## src/inc/hlt_map.svh

```systemverilog
`ifndef HLT_MAP_SVH
`define HLT_MAP_SVH
`define HLT_MODE_W 5
`define HLT_CNT_W 8
`define HLT_CNT_RESET 8'h00
`define HLT_CLASS_FREE 2'h0
`define HLT_CLASS_ONESHOT 2'h1
`define HLT_CLASS_MONO 2'h2
`define HLT_SYNC_STAGES 2
`endif

```

## src/inc/hlt_pkg.sv

```systemverilog
package hlt_pkg;
  typedef enum logic [1:0] {
    HLT_IDLE,
    HLT_ARMED,
    HLT_RUN
  } hlt_state_t;
endpackage

```

## src/hdl/hlt_sync.sv

```systemverilog
`timescale 1ns/1ps
module hlt_sync (
  input wire logic core_clk,
  input wire logic rst_n,
  input wire logic din,
  output logic dout
);
  logic stage1;
  logic next_stage1;
  logic next_dout;
  always_comb begin
    next_stage1 = din;
    next_dout = stage1;
  end
  // Stage one feeds only stage two
  always_ff @(posedge core_clk or negedge rst_n) begin
    if (!rst_n) begin
      stage1 <= 1'b0;
      dout <= 1'b0;
    end else begin
      stage1 <= next_stage1;
      dout <= next_dout;
    end
  end
endmodule

```

## src/hdl/hlt_timer.sv

```systemverilog
`timescale 1ns/1ps
`include "hlt_map.svh"
// Operation
// - Mode 00000 counts each timer clock while run is set and holds while clear.
// - In free-running modes a count equal to the period goes to zero next tick.
// - Modes 00001/00010 count only while run is set and the external gate is high/low.
// - Modes 00011/00100/00101 run with run set and clear on any/rising/falling edge.
// - Modes 00110/00111 hold the counter reset while the external signal is low/high.
// - Mode 01000 starts a one-shot when run is set, with no trigger.
// - One-shot modes clear run and stop at zero on the tick after a period match.
// - Modes 01001/01010/01011 start on run plus rising/falling/any edge.
// - Modes 01100/01101 start on rising/falling edge and the same edge clears the count.
// - Mode 01110 starts rising and resets low; 01111 starts falling and resets high.
// - Edge-started modes need a fresh qualifying edge after run becomes set.
// - Modes 10001/10010/10011 are monostable, started by run plus a chosen edge.
// - Monostable modes stop at zero after a period match; 10001/10010/10011 leave run set, 10110/10111 clear it.
// - Mode 10110 starts on high and resets low; 10111 starts low and resets high.
// - Run takes effect after two timer-clock sync stages, the external signal after two core-clock sync stages.
module hlt_timer (
  input wire logic core_clk,
  input wire logic rst_n,
  input wire logic timer_input_clock,
  input wire logic ext_reset_start_signal,
  input wire logic [`HLT_MODE_W-1:0] timer_mode,
  input wire logic run_set,
  input wire logic run_clear,
  input wire logic [`HLT_CNT_W-1:0] period_value,
  output logic run_bit,
  output logic [`HLT_CNT_W-1:0] count_value,
  output logic period_match_output
);
  logic rstSync1;
  logic rstLocal_n;
  logic clkSync;
  logic clkPrev;
  logic extSync;
  logic extPrev;
  logic runSync1;
  logic runSync;
  logic next_clkPrev;
  logic next_extPrev;
  logic next_runSync1;
  logic next_runSync;
  logic next_run_bit;
  logic [`HLT_CNT_W-1:0] next_count_value;
  logic next_period_match_output;
  hlt_pkg::hlt_state_t state;
  hlt_pkg::hlt_state_t next_state;
  logic tick;
  logic rise;
  logic fall;
  logic [1:0] modeClass;
  logic [2:0] variant;

  // Selects the edge named by a variant: 1 rise, 2 fall, 3 any
  function automatic logic edge_pick(input logic [1:0] sel, input logic r, input logic f);
    logic res;
    res = 1'b0;
    unique case (sel)
      2'h1: res = r;
      2'h2: res = f;
      2'h3: res = r | f;
      default: res = 1'b0;
    endcase
    return res;
  endfunction

  always_ff @(posedge core_clk or negedge rst_n) begin
    if (!rst_n) begin
      rstSync1 <= 1'b0;
      rstLocal_n <= 1'b0;
    end else begin
      rstSync1 <= 1'b1;
      rstLocal_n <= rstSync1;
    end
  end

  hlt_sync u_clk_sync (
    .core_clk(core_clk),
    .rst_n(rstLocal_n),
    .din(timer_input_clock),
    .dout(clkSync)
  );
  hlt_sync u_ext_sync (
    .core_clk(core_clk),
    .rst_n(rstLocal_n),
    .din(ext_reset_start_signal),
    .dout(extSync)
  );

  assign modeClass = timer_mode[4:3];
  assign variant = timer_mode[2:0];
  assign tick = clkSync & ~clkPrev;

  always_comb begin
    next_clkPrev = clkSync;
    next_extPrev = tick ? extSync : extPrev;
    next_runSync1 = tick ? run_bit : runSync1;
    next_runSync = tick ? runSync1 : runSync;
    rise = tick & extSync & ~extPrev;
    fall = tick & ~extSync & extPrev;
  end

  always_comb begin
    logic match;
    logic go;
    logic hold;
    logic clr;
    logic startEv;
    match = (count_value == period_value);
    go = 1'b0;
    hold = 1'b0;
    clr = 1'b0;
    startEv = 1'b0;
    next_state = state;
    next_count_value = count_value;
    next_period_match_output = 1'b0;
    // Software set wins over a simultaneous clear so a start is never lost
    next_run_bit = run_set | (run_bit & ~run_clear);
    unique case (modeClass)
      `HLT_CLASS_FREE: begin
        unique case (variant)
          3'h0: go = runSync;
          3'h1: go = runSync & extSync;
          3'h2: go = runSync & ~extSync;
          3'h3, 3'h4, 3'h5: begin
            go = runSync;
            clr = edge_pick(variant[1:0] == 2'h3 ? 2'h3 : (variant == 3'h4 ? 2'h1 : 2'h2),
              rise, fall);
          end
          default: begin
            go = runSync;
            hold = variant[0] ? extSync : ~extSync;
          end
        endcase
        next_state = hlt_pkg::HLT_IDLE;
      end
      `HLT_CLASS_ONESHOT, `HLT_CLASS_MONO: begin
        if (modeClass == `HLT_CLASS_ONESHOT) begin
          unique case (variant)
            3'h0: startEv = 1'b1;
            3'h1, 3'h2, 3'h3: startEv = edge_pick(variant[1:0], rise, fall);
            3'h4, 3'h5: begin
              startEv = variant[0] ? fall : rise;
              clr = startEv;
            end
            default: begin
              startEv = variant[0] ? fall : rise;
              hold = variant[0] ? extSync : ~extSync;
            end
          endcase
        end else begin
          unique case (variant)
            3'h1, 3'h2, 3'h3: startEv = edge_pick(variant[1:0], rise, fall);
            3'h6, 3'h7: begin
              startEv = variant[0] ? ~extSync : extSync;
              hold = ~startEv;
            end
            default: startEv = 1'b0;
          endcase
        end
        // arm only while run is set, fresh edge needed
        // Live run bit gates starts too: the synced copy lags and would relaunch a finished shot
        if (!runSync) begin
          next_state = hlt_pkg::HLT_IDLE;
        end else if (state == hlt_pkg::HLT_IDLE && startEv && run_bit) begin
          next_state = hlt_pkg::HLT_RUN;
        end
        go = (state == hlt_pkg::HLT_RUN) && runSync;
        if (go && tick && match) begin
          go = 1'b0;
          next_count_value = `HLT_CNT_RESET;
          next_period_match_output = 1'b1;
          next_state = hlt_pkg::HLT_IDLE;
          // one-shot clears run, level-started shots too
          if (modeClass == `HLT_CLASS_ONESHOT || variant[2:1] == 2'h3) begin
            next_run_bit = run_set;
          end
        end
      end
      default: next_state = hlt_pkg::HLT_IDLE;
    endcase
    if (hold || clr) begin
      next_count_value = `HLT_CNT_RESET;
    end else if (go && tick) begin
      if (match) begin
        next_count_value = `HLT_CNT_RESET;
        next_period_match_output = 1'b1;
      end else begin
        next_count_value = count_value + 8'h01;
      end
    end
  end

  always_ff @(posedge core_clk or negedge rstLocal_n) begin
    if (!rstLocal_n) begin
      clkPrev <= 1'b0;
      extPrev <= 1'b0;
      runSync1 <= 1'b0;
      runSync <= 1'b0;
      run_bit <= 1'b0;
      count_value <= `HLT_CNT_RESET;
      period_match_output <= 1'b0;
      state <= hlt_pkg::HLT_IDLE;
    end else begin
      clkPrev <= next_clkPrev;
      extPrev <= next_extPrev;
      runSync1 <= next_runSync1;
      runSync <= next_runSync;
      run_bit <= next_run_bit;
      count_value <= next_count_value;
      period_match_output <= next_period_match_output;
      state <= next_state;
    end
  end
endmodule

```

## config.mk

```make
export PLATFORM = sky130hd
export DESIGN_NAME = hlt_timer
export DESIGN_NICKNAME = d
export VERILOG_FILES = /design/src/inc/hlt_pkg.sv /design/src/hdl/hlt_sync.sv /design/src/hdl/hlt_timer.sv
export VERILOG_INCLUDE_DIRS = /design/src /design/src/inc
export SDC_FILE = /design/constraint.sdc
export NUM_CORES = 1
export LEC_CHECK = 0
export BUFFER_PORTS_ARGS = -buffer_cell sky130_fd_sc_hd__buf_4
export CAP_MARGIN = 20
export CORE_ASPECT_RATIO = 0.75
export CORE_MARGIN = 5
export CORE_UTILIZATION = 53
export DETAILED_ROUTE_END_ITERATION = 10
export HOLD_SLACK_MARGIN = 0.05
export PLACE_DENSITY = 0.85
export SKIP_LAST_GASP = 1
export SLEW_MARGIN = 20
export SYNTH_ARGS = -nofsm -noshare
export SYNTH_HDL_FRONTEND = slang
export SYNTH_SLANG_ARGS = --single-unit
export TNS_END_PERCENT = 5
```

## constraint.sdc

```tcl
create_clock -name core_clk -period 0.8 [get_ports core_clk]
set_input_delay 0.08 -clock core_clk [delete_from_list [all_inputs] [get_ports core_clk]]
set_output_delay 0.08 -clock core_clk [all_outputs]
set_load 0.1 [all_outputs]
```

; ---- Word level (Yosys, flattened, before mapping)
; Cells that the tools add are included.
; Widths: inputs -> output; s select.
[classes]
add_sub_neg = 1
n_eq_ne = 19
muxes = 39
n_bitwise = 15
reduce_logical = 20
[op_table]
columns = operator, n
row1 = $mux 8, 5
row2 = $mux 1, 20
row3 = $eq 2x2->1 const B, 7
row4 = $eq 3x3->1 const B, 4
row5 = $mux 2, 6
row6 = $pmux 1 s2, 6
row7 = $add 8x1->8 const B, 1
row8 = $and 1x1->1, 8
row9 = $eq 8x8->1, 1
row10 = $eq 2x1->1 const B, 3
row11 = $eq 3x2->1 const B, 2
row12 = $logic_and 1x1->1, 6
row13 = $pmux 1 s3, 2
row14 = $reduce_bool 3->1, 2
row15 = $reduce_or 2->1, 3
row16 = $reduce_or 3->1, 2
row17 = $reduce_or 6->1, 1
row18 = $not 1->1, 5
row19 = $logic_not 2->1, 2
row20 = $ne 4x4->1 const B, 1
row21 = $eq 3x1->1 const B, 1
row22 = $logic_not 3->1, 1
row23 = $logic_or 1x1->1, 2
row24 = $or 1x1->1, 2
row25 = $reduce_and 2->1, 1
[totals]
reg_bits = 22
input_bits = 19
output_inout_bits = 10
wordCells = 108

; ---- Longest topological paths before layout
; Gate-level depths: netlist of the first run.
[depth]
word_depth = 15
ltp_mapped = 9
depth_no_buf = 8

; ---- By module
; From an unflattened synthesis of the first run, not the netlist that was laid out.
[unflattened]
cells_unflattened = 131
hier_area_um2 = 1312.5
[modules_own_cells]
columns = mod, n_inst, cells_per_inst, area_each_um2, seq_area_each_um2
row1 = hlt_timer, 1, 127, 1212.4, 425.4
row2 = hlt_sync, 2, 2, 50.0, 50.0

; ---- Worst setup path before layout of the first run
; Ideal clock, no wire load.
[synth_path]
kind = reg2reg
from = reg count_value[6]
to = reg count_value[5]
t_arrival_ns = 2.357
required_ns = 0.709
path_slack_ns = -1.648
path_stages_with_launch = 8
path_buffers = 1
path_cell_list = dfrtp_1 xnor2_1 nand4_1 nor2_2 or4_1 buf_2 or3_1 o221ai_1
[synth_between]
elab_chain_cells = 7
[synth_lines]
columns = element, line_no
row1 = start: declaration, hlt_timer.sv:29  ; output logic [`HLT_CNT_W-1:0] count_value,
row2 = start signal: assignment, hlt_timer.sv:202  ; count_value <= `HLT_CNT_RESET;
row3 = start signal: assignment, hlt_timer.sv:211  ; count_value <= next_count_value;
row4 = $eq 8x8->1 *, hlt_timer.sv:110  ; match = (count_value == period_value);
row5 = $logic_and 1x1->1, hlt_timer.sv:170  ; if (go && tick && match) begin
row6 = $mux 1, hlt_timer.sv:170
row7 = $pmux 1 s2, hlt_timer.sv:120  ; unique case (modeClass)
row8 = $logic_and 1x1->1, hlt_timer.sv:185  ; end else if (go && tick) begin
row9 = $reduce_bool 3->1 (no source line) or $mux 8 (tied branches), -
row10 = $reduce_and 2->1 (no source line) or $mux 8 (tied branches), -
; Every way passes the cells marked *; elsewhere a longest branch is shown, timed or not.
; A chain may end at the register's enable or synchronous reset.

; ---- Worst setup path after layout of the first run
[layout_path]
from = reg u_ext_sync.dout
to = reg count_value[7]
[layout_between]
elab_chain_cells = 10
[layout_lines]
columns = element, line_no
row1 = start: declaration, hlt_sync.sv:6  ; output logic dout
row2 = start signal: assignment, hlt_sync.sv:22  ; dout <= next_dout;
row3 = $not 1->1, -
row4 = $and 1x1->1 (2 in a row), hlt_timer.sv:101  ; fall = tick & ~extSync & extPrev;
row5 = $or 1x1->1 or $mux 1 (tied branches), "hlt_timer.sv:62, hlt_timer.sv:144"
row6 = $pmux 1 s3 or $mux 1 (tied branches), "hlt_timer.sv:59, hlt_timer.sv:140"
row7 = $mux 1 (on tied branches), "hlt_timer.sv:122, hlt_timer.sv:139"
row8 = $pmux 1 s2, hlt_timer.sv:120
row9 = $logic_or 1x1->1, hlt_timer.sv:183  ; if (hold || clr) begin
row10 = $reduce_bool 3->1 (no source line), -
row11 = $reduce_and 2->1 (no source line), -
; Several ways; a longest one is shown, not always the timed one.

==> results_dict.tcl, run 1 <==
set metrics [dict create \
    status "complete, but fails checks" \
    violations "negative setup slack" \
    cts_root_buf "clkbuf_4" \
    path_class "reg -> reg" \
    finalSetupViolCount 24 \
    num_rows 15 \
    initial_core_util 0.560 \
    cts_tree "yes" \
    clkPwrFrac 0.232 \
    required_ns 1.04 \
    routedWlPerCell_um 22.9 \
    vias_per_cell 6.68 \
    dr_wl_met3_um 793 \
    cp-start-kind "flop" \
    fmax_mhz 458 \
    die_x_um 67.1 \
    avgSynthCellArea_um2 9.31 \
    powerDensity_nw_per_um2 1180 \
    hold_class "reg -> async" \
    antenna_found_initial 0 \
    crit_path_cell_trace "and2b_4, o211ai_1, a31oi_2, buf_4, buf_4, nor2_4, o211ai_1, buf_4, o22ai_1" \
    power.internal_uw 1650 \
    p_sw_uw 812 \
    cts_buffer_depth 2 \
    antenna_cells 0 \
    synth_top_area_share 0.406 \
    met2_length_um 2590 \
    post-route-drc-count 0 \
    grt-ovfl-total 0 \
    highest_layer "met4" \
    synth_top_area_cell "dfrtp_1" \
    insertion_delay_ns 0.34 \
    firstDrtPassIters 5 \
    hold_viol_final 0 \
    drive_gt1_frac 0.505 \
    synth_cell_types 45 \
    fillerInstances 97 \
    min_period_ns 2.18 \
    dr_total_vias 1696 \
    grt_usage 0.301 \
    final_cell_mix "buf_4 (77), nand2_1 (13), inv_1 (12), xnor2_1 (10), dfrtp_1 (10)" \
    cp_max_fo 7 \
    critPathBufInv 3 \
    period_share 2.73 \
    first_global_vias 1527 \
    totalWireLength_um 5810 \
    ios 29 \
    setup_ws_ns -1.38 \
    dpl.hpwl_um 3080 \
    dieArea_um2 3540 \
    cp-end-kind "flop" \
    die_h_um 52.8 \
    netlist_instances 139 \
    pwr-share-comb 0.292 \
    grt_setup_unrepaired "true" \
    final_antenna_net_count 0 \
    grt_pass1_wl_um 7660 \
    final_max_slew_viol_count 0 \
    max-vdd-ir-drop_uv 1170 \
    wl_met1_um 1950 \
    yosys-top-cells-area "dfrtp_1 (41%), xnor2_1 (6.8%), ha_1 (3.9%)" \
    numCtsBuffers 3 \
    power_uw 2470 \
    pwr-share-seq 0.475 \
    syn_nets 162 \
    ys_warn_count 0 \
    synth_area_um2 1290 \
    grt_max_degree 15 \
    cts_sinks 21 \
    syn_to_final_growth_pct 61.9 \
    port-buffer-count 28 \
    critPathMaxStageDelay_ns 0.50 \
    yosysSeqAreaShare 0.406 \
    final_common_cell "buf_4" \
    arrival_ns 2.42 \
    power_leakage_uw 0.000948 \
    nNetsFinal 244 \
    cpMostUsedCell "buf_4" \
    cts.clk_slew.worst_paths_ns 0.15 \
    cts.htree.levels 1 \
    core-area_um2 2310 \
    drt_iter0_drc 226 \
    slowest_stage "dfrtp_2" \
    synth-seq-cells 21 \
    maxCapViolCount 0 \
    swShare 0.329 \
    finClkSkew_ns 0.0238 \
    crit_family "compound AO/OA/AOI/OAI gates" \
    gp_congestion 0.969 \
    reg2reg_slack_ns -1.38 \
    final_util 0.907 \
]
cells by family after synthesis:
logic type                 share of synthesized area
other                                        0.00290
buffers and inverters                         0.0687
AOI/OAI and AO/OA                              0.180
and+or+nand+nor                                0.221
xor gates and xnor gates                      0.0745
muxes                                        0.00774
adders and majority gates                     0.0387
DFF                                            0.406
cell type report:
class	instances	area, um2	area share
Timing Repair Buffer	83	638	0.305
Multi-Input combinational cell	100	779	0.372
Tap cell	34	42.5	0.0203
Sequential cell	21	559	0.267
Clock buffer	3	22.5	0.0108
Inverter	12	45.0	0.0215
Clock inverter	1	7.51	0.00358
synth_stat cells, drive strengths merged:
library cell and count:
a211oi 1, xor2 1, a31oi 3, a21boi 1
a22oi 1, a221oi 2, a311oi 1, nand2b 2
mux2i 1, and2 1, ha 4, o211a 2
a21oi 2, nor3 2, nor3b 2, xnor2 10
o31ai 2, nand4b 1, nor2b 6, nand3 4
inv 12, dfrtp 21, or4 1, o221ai 2
clkbuf 2, or3 3, a21o 2, nand4 5
and4bb 1, nor2 6, and2b 1, o211ai 3
buf 4, and4b 1, o2111ai 1, nand2 13
and3 1, nor4 1, o21ai 7, conb 1
o22ai 2
final timing paths:
kind / cells after the start / endpoint / startpoint
max: 9 / count_value[7] / u_ext_sync.dout
max in group asynchronous: 3 / rstSync1 / rst_n
min reg2reg: 1 / extPrev / rstLocal_n
min in group core_clk: 5 / run_bit / timer_mode[1]
min: 1 / extPrev / rstLocal_n
max reg2reg: 9 / count_value[7] / u_ext_sync.dout
per-layer routing:
layer / vias to the layer above / track usage
met5: - / 0
met4: 0 / 0.165
met3: 62 / 0.0815
met2: 198 / 0.499
met1: 780 / 0.351
li1: 656 / -
power groups by stage:
stage	sequential (uW)	combinational, uW	clock (uW)
detailed placement	1180	564	0
global placement	1170	537	0
floorplan	1230	239	0
global route	1170	753	615
CTS	1160	600	555
finish	1170	721	572
registers in the layout (all words and copies together), names as in the netlist:
name,flops
rstSync1,1
period_match_output,1
state,1
u_clk_sync.next_dout,1
run_bit,1
u_ext_sync.next_dout,1
runSync1,1
count_value,8
runSync,1
rstLocal_n,1
extPrev,1
u_clk_sync.dout,1
u_ext_sync.dout,1
clkPrev,1
repair_timing:
item,4_1_cts,5_1_grt
hold buffers,6,0
endpoints found under the setup margin,24,24
endpoints found under the hold margin,5,0
resized for setup,4,17
pin swaps,2,9
buffers inserted,1,6
through the flow:
| stage | instance area (um2) | cells | TNS [ns] | hold slack, ns | setup slack, ns |
|---|---|---|---|---|---|
| 2_1_floorplan | 1350 | 139 | -11.36 | -0.216 | -1.23 |
| 3_3_place_gp | 1870 | 237 | -13.42 | -0.138 | -1.29 |
| 3_5_place_dp | 1870 | 237 | -14.83 | -0.137 | -1.43 |
| 4_1_cts | 1980 | 248 | -18.27 | 0.161 | -1.27 |
| 5_1_grt | 2090 | 254 | -20.66 | 0.191 | -1.44 |
| 6_report | 2090 | 254 | -19.97 | 0.163 | -1.38 |
No activity file was read; power rests on OpenSTA's default activity.
==> run 2: changes to the inputs <==
Settings changed: PLACE_DENSITY 0.85 to default, PLACE_DENSITY_LB_ADDON from default to 0.2.
==> run 2 against run 1 <==
  * The run still ends with negative setup slack left
  * Cell count decreased by 2.8%
  * Via count is 17% lower
  * Total power decreased by 5.3%
  * Critical path type unchanged
  * Critical endpoint is now count_value[6]
==> results_dict.tcl, run 2 (synthesis gave the netlist of run 1 again) <==
set metrics [dict create \
    port-buffer-count 28 \
    cp_max_fo 4 \
    antenna_found_initial 0 \
    cts_tree "yes" \
    grt_max_degree 14 \
    worstRegToRegCells 6 \
    violations "negative setup slack" \
    final_common_cell "buf_4" \
    power_uw 2330 \
    core-area_um2 2310 \
    max-vdd-ir-drop_uv 1330 \
    final_util 0.861 \
    fmax_mhz 479 \
    insertion_delay_ns 0.31 \
    grt_pass1_wl_um 6600 \
    maxCapViolCount 0 \
    largest_reg_flops 8 \
    totalWireLength_um 4230 \
    hold_viol_final 0 \
    cts.clk_slew.worst_paths_ns 0.13 \
    routedWlPerCell_um 17.1 \
    setup_ws_ns -1.29 \
    vias_per_cell 5.70 \
    status "complete, but fails checks" \
    cts_sinks 21 \
    syn_to_final_growth_pct 53.7 \
    finClkSkew_ns 0.00587 \
    finalSetupViolCount 24 \
    grt-ovfl-total 0 \
    cts_buffer_depth 2 \
    dr_total_vias 1408 \
    powerDensity_nw_per_um2 1170 \
    grt_setup_unrepaired "true" \
    required_ns 1.03 \
    die_x_um 67.1 \
    initial_core_util 0.560 \
    cp-end-kind "flop" \
    path_class "reg -> reg" \
    cts_root_buf "clkbuf_4" \
    numCtsBuffers 3 \
    period_share 2.61 \
    firstDrtPassIters 4 \
    num_rows 15 \
    ios 29 \
    gp_congestion 0.934 \
    drive_gt1_frac 0.479 \
    dieArea_um2 3540 \
    cp-start-kind "flop" \
    dpl.hpwl_um 3010 \
    min_period_ns 2.09 \
    fin_setup_tns_ns -18.26 \
    hold_class "in -> async" \
    final_cell_mix "buf_4 (72), nand2_1 (13), inv_1 (12), dfrtp_1 (11), xnor2_1 (10)" \
    antenna_cells 0 \
    nNetsFinal 237 \
    regMostFlops "count_value" \
    grt_usage 0.253 \
    final_antenna_net_count 0 \
    post-route-drc-count 0 \
    first_global_vias 1381 \
    cts.htree.levels 1 \
    power_leakage_uw 0.000899 \
    die_h_um 52.8 \
    drt_iter0_drc 167 \
    final_max_slew_viol_count 0 \
    arrival_ns 2.32 \
    dp_slack_ns -1.36 \
]
## run 2: timing repair
action / 4_1_cts / 5_1_grt
pin swaps: 8 / 3
setup buffers: 5 / 1
hold endpoints to repair: 5 / 0
hold buffers: 4 / 0
endpoints found under the setup margin: 24 / 24
resized for setup: 4 / 5
## run 2: final cells by class
| class | count | area (um2) |
|---|---|---|
| Clock buffer | 3 | 22.5 |
| Clock inverter | 1 | 7.51 |
| Fill cell | 123 | 320 |
| Inverter | 12 | 45.0 |
| Multi-Input combinational cell | 100 | 732 |
| Sequential cell | 21 | 558 |
| Tap cell | 34 | 42.5 |
| Timing Repair Buffer | 76 | 581 |
## run 2: path summary, 6_finish.rpt
kind                                 start              to  slack [ns]
setup / recovery           u_clk_sync.dout  count_value[6]       -1.29
hold / removal                       rst_n      rstLocal_n        0.07
setup reg to reg           u_clk_sync.dout  count_value[6]       -1.29
hold reg to reg                 rstLocal_n         runSync        0.20
max in group asynchronous       rstLocal_n  count_value[3]        0.42
min in group core_clk            run_clear         run_bit        0.11
## run 2: critical path: stages, from the launching register on
cell and delay (ns):
dfrtp_1 0.43, and4bb_2 0.27, a221oi_2 0.31, a31oi_2 0.08
or4_4 0.51, or3_1 0.33, o221ai_2 0.07
## run 2: power by group
part	switching, uW	leakage (uW)	internal [uW]
clock	346	0.0000139	191
combinational	324	0.000635	315
sequential	44.3	0.000250	1110
## run 2: routing by layer
layer | GRT usage | wire length (um) | vias to the layer above
met5 | 0 | 0 | -
met4 | 0.0741 | 167 | 0
met3 | 0.0451 | 455 | 24
met2 | 0.432 | 1980 | 94
met1 | 0.325 | 1630 | 643
li1 | - | - | 647
## run 2: through the flow
| stage | hold WS [ns] | std cells | instance area (um2) |
|---|---|---|---|
| final | 0.0727 | 247 | 1990 |
| after global routing | 0.0586 | 247 | 1990 |
| after CTS | 0.0656 | 246 | 1960 |
| after detailed placement | -0.136 | 233 | 1840 |
| after global placement | -0.138 | 233 | 1840 |
| after floorplan | -0.216 | 139 | 1350 |
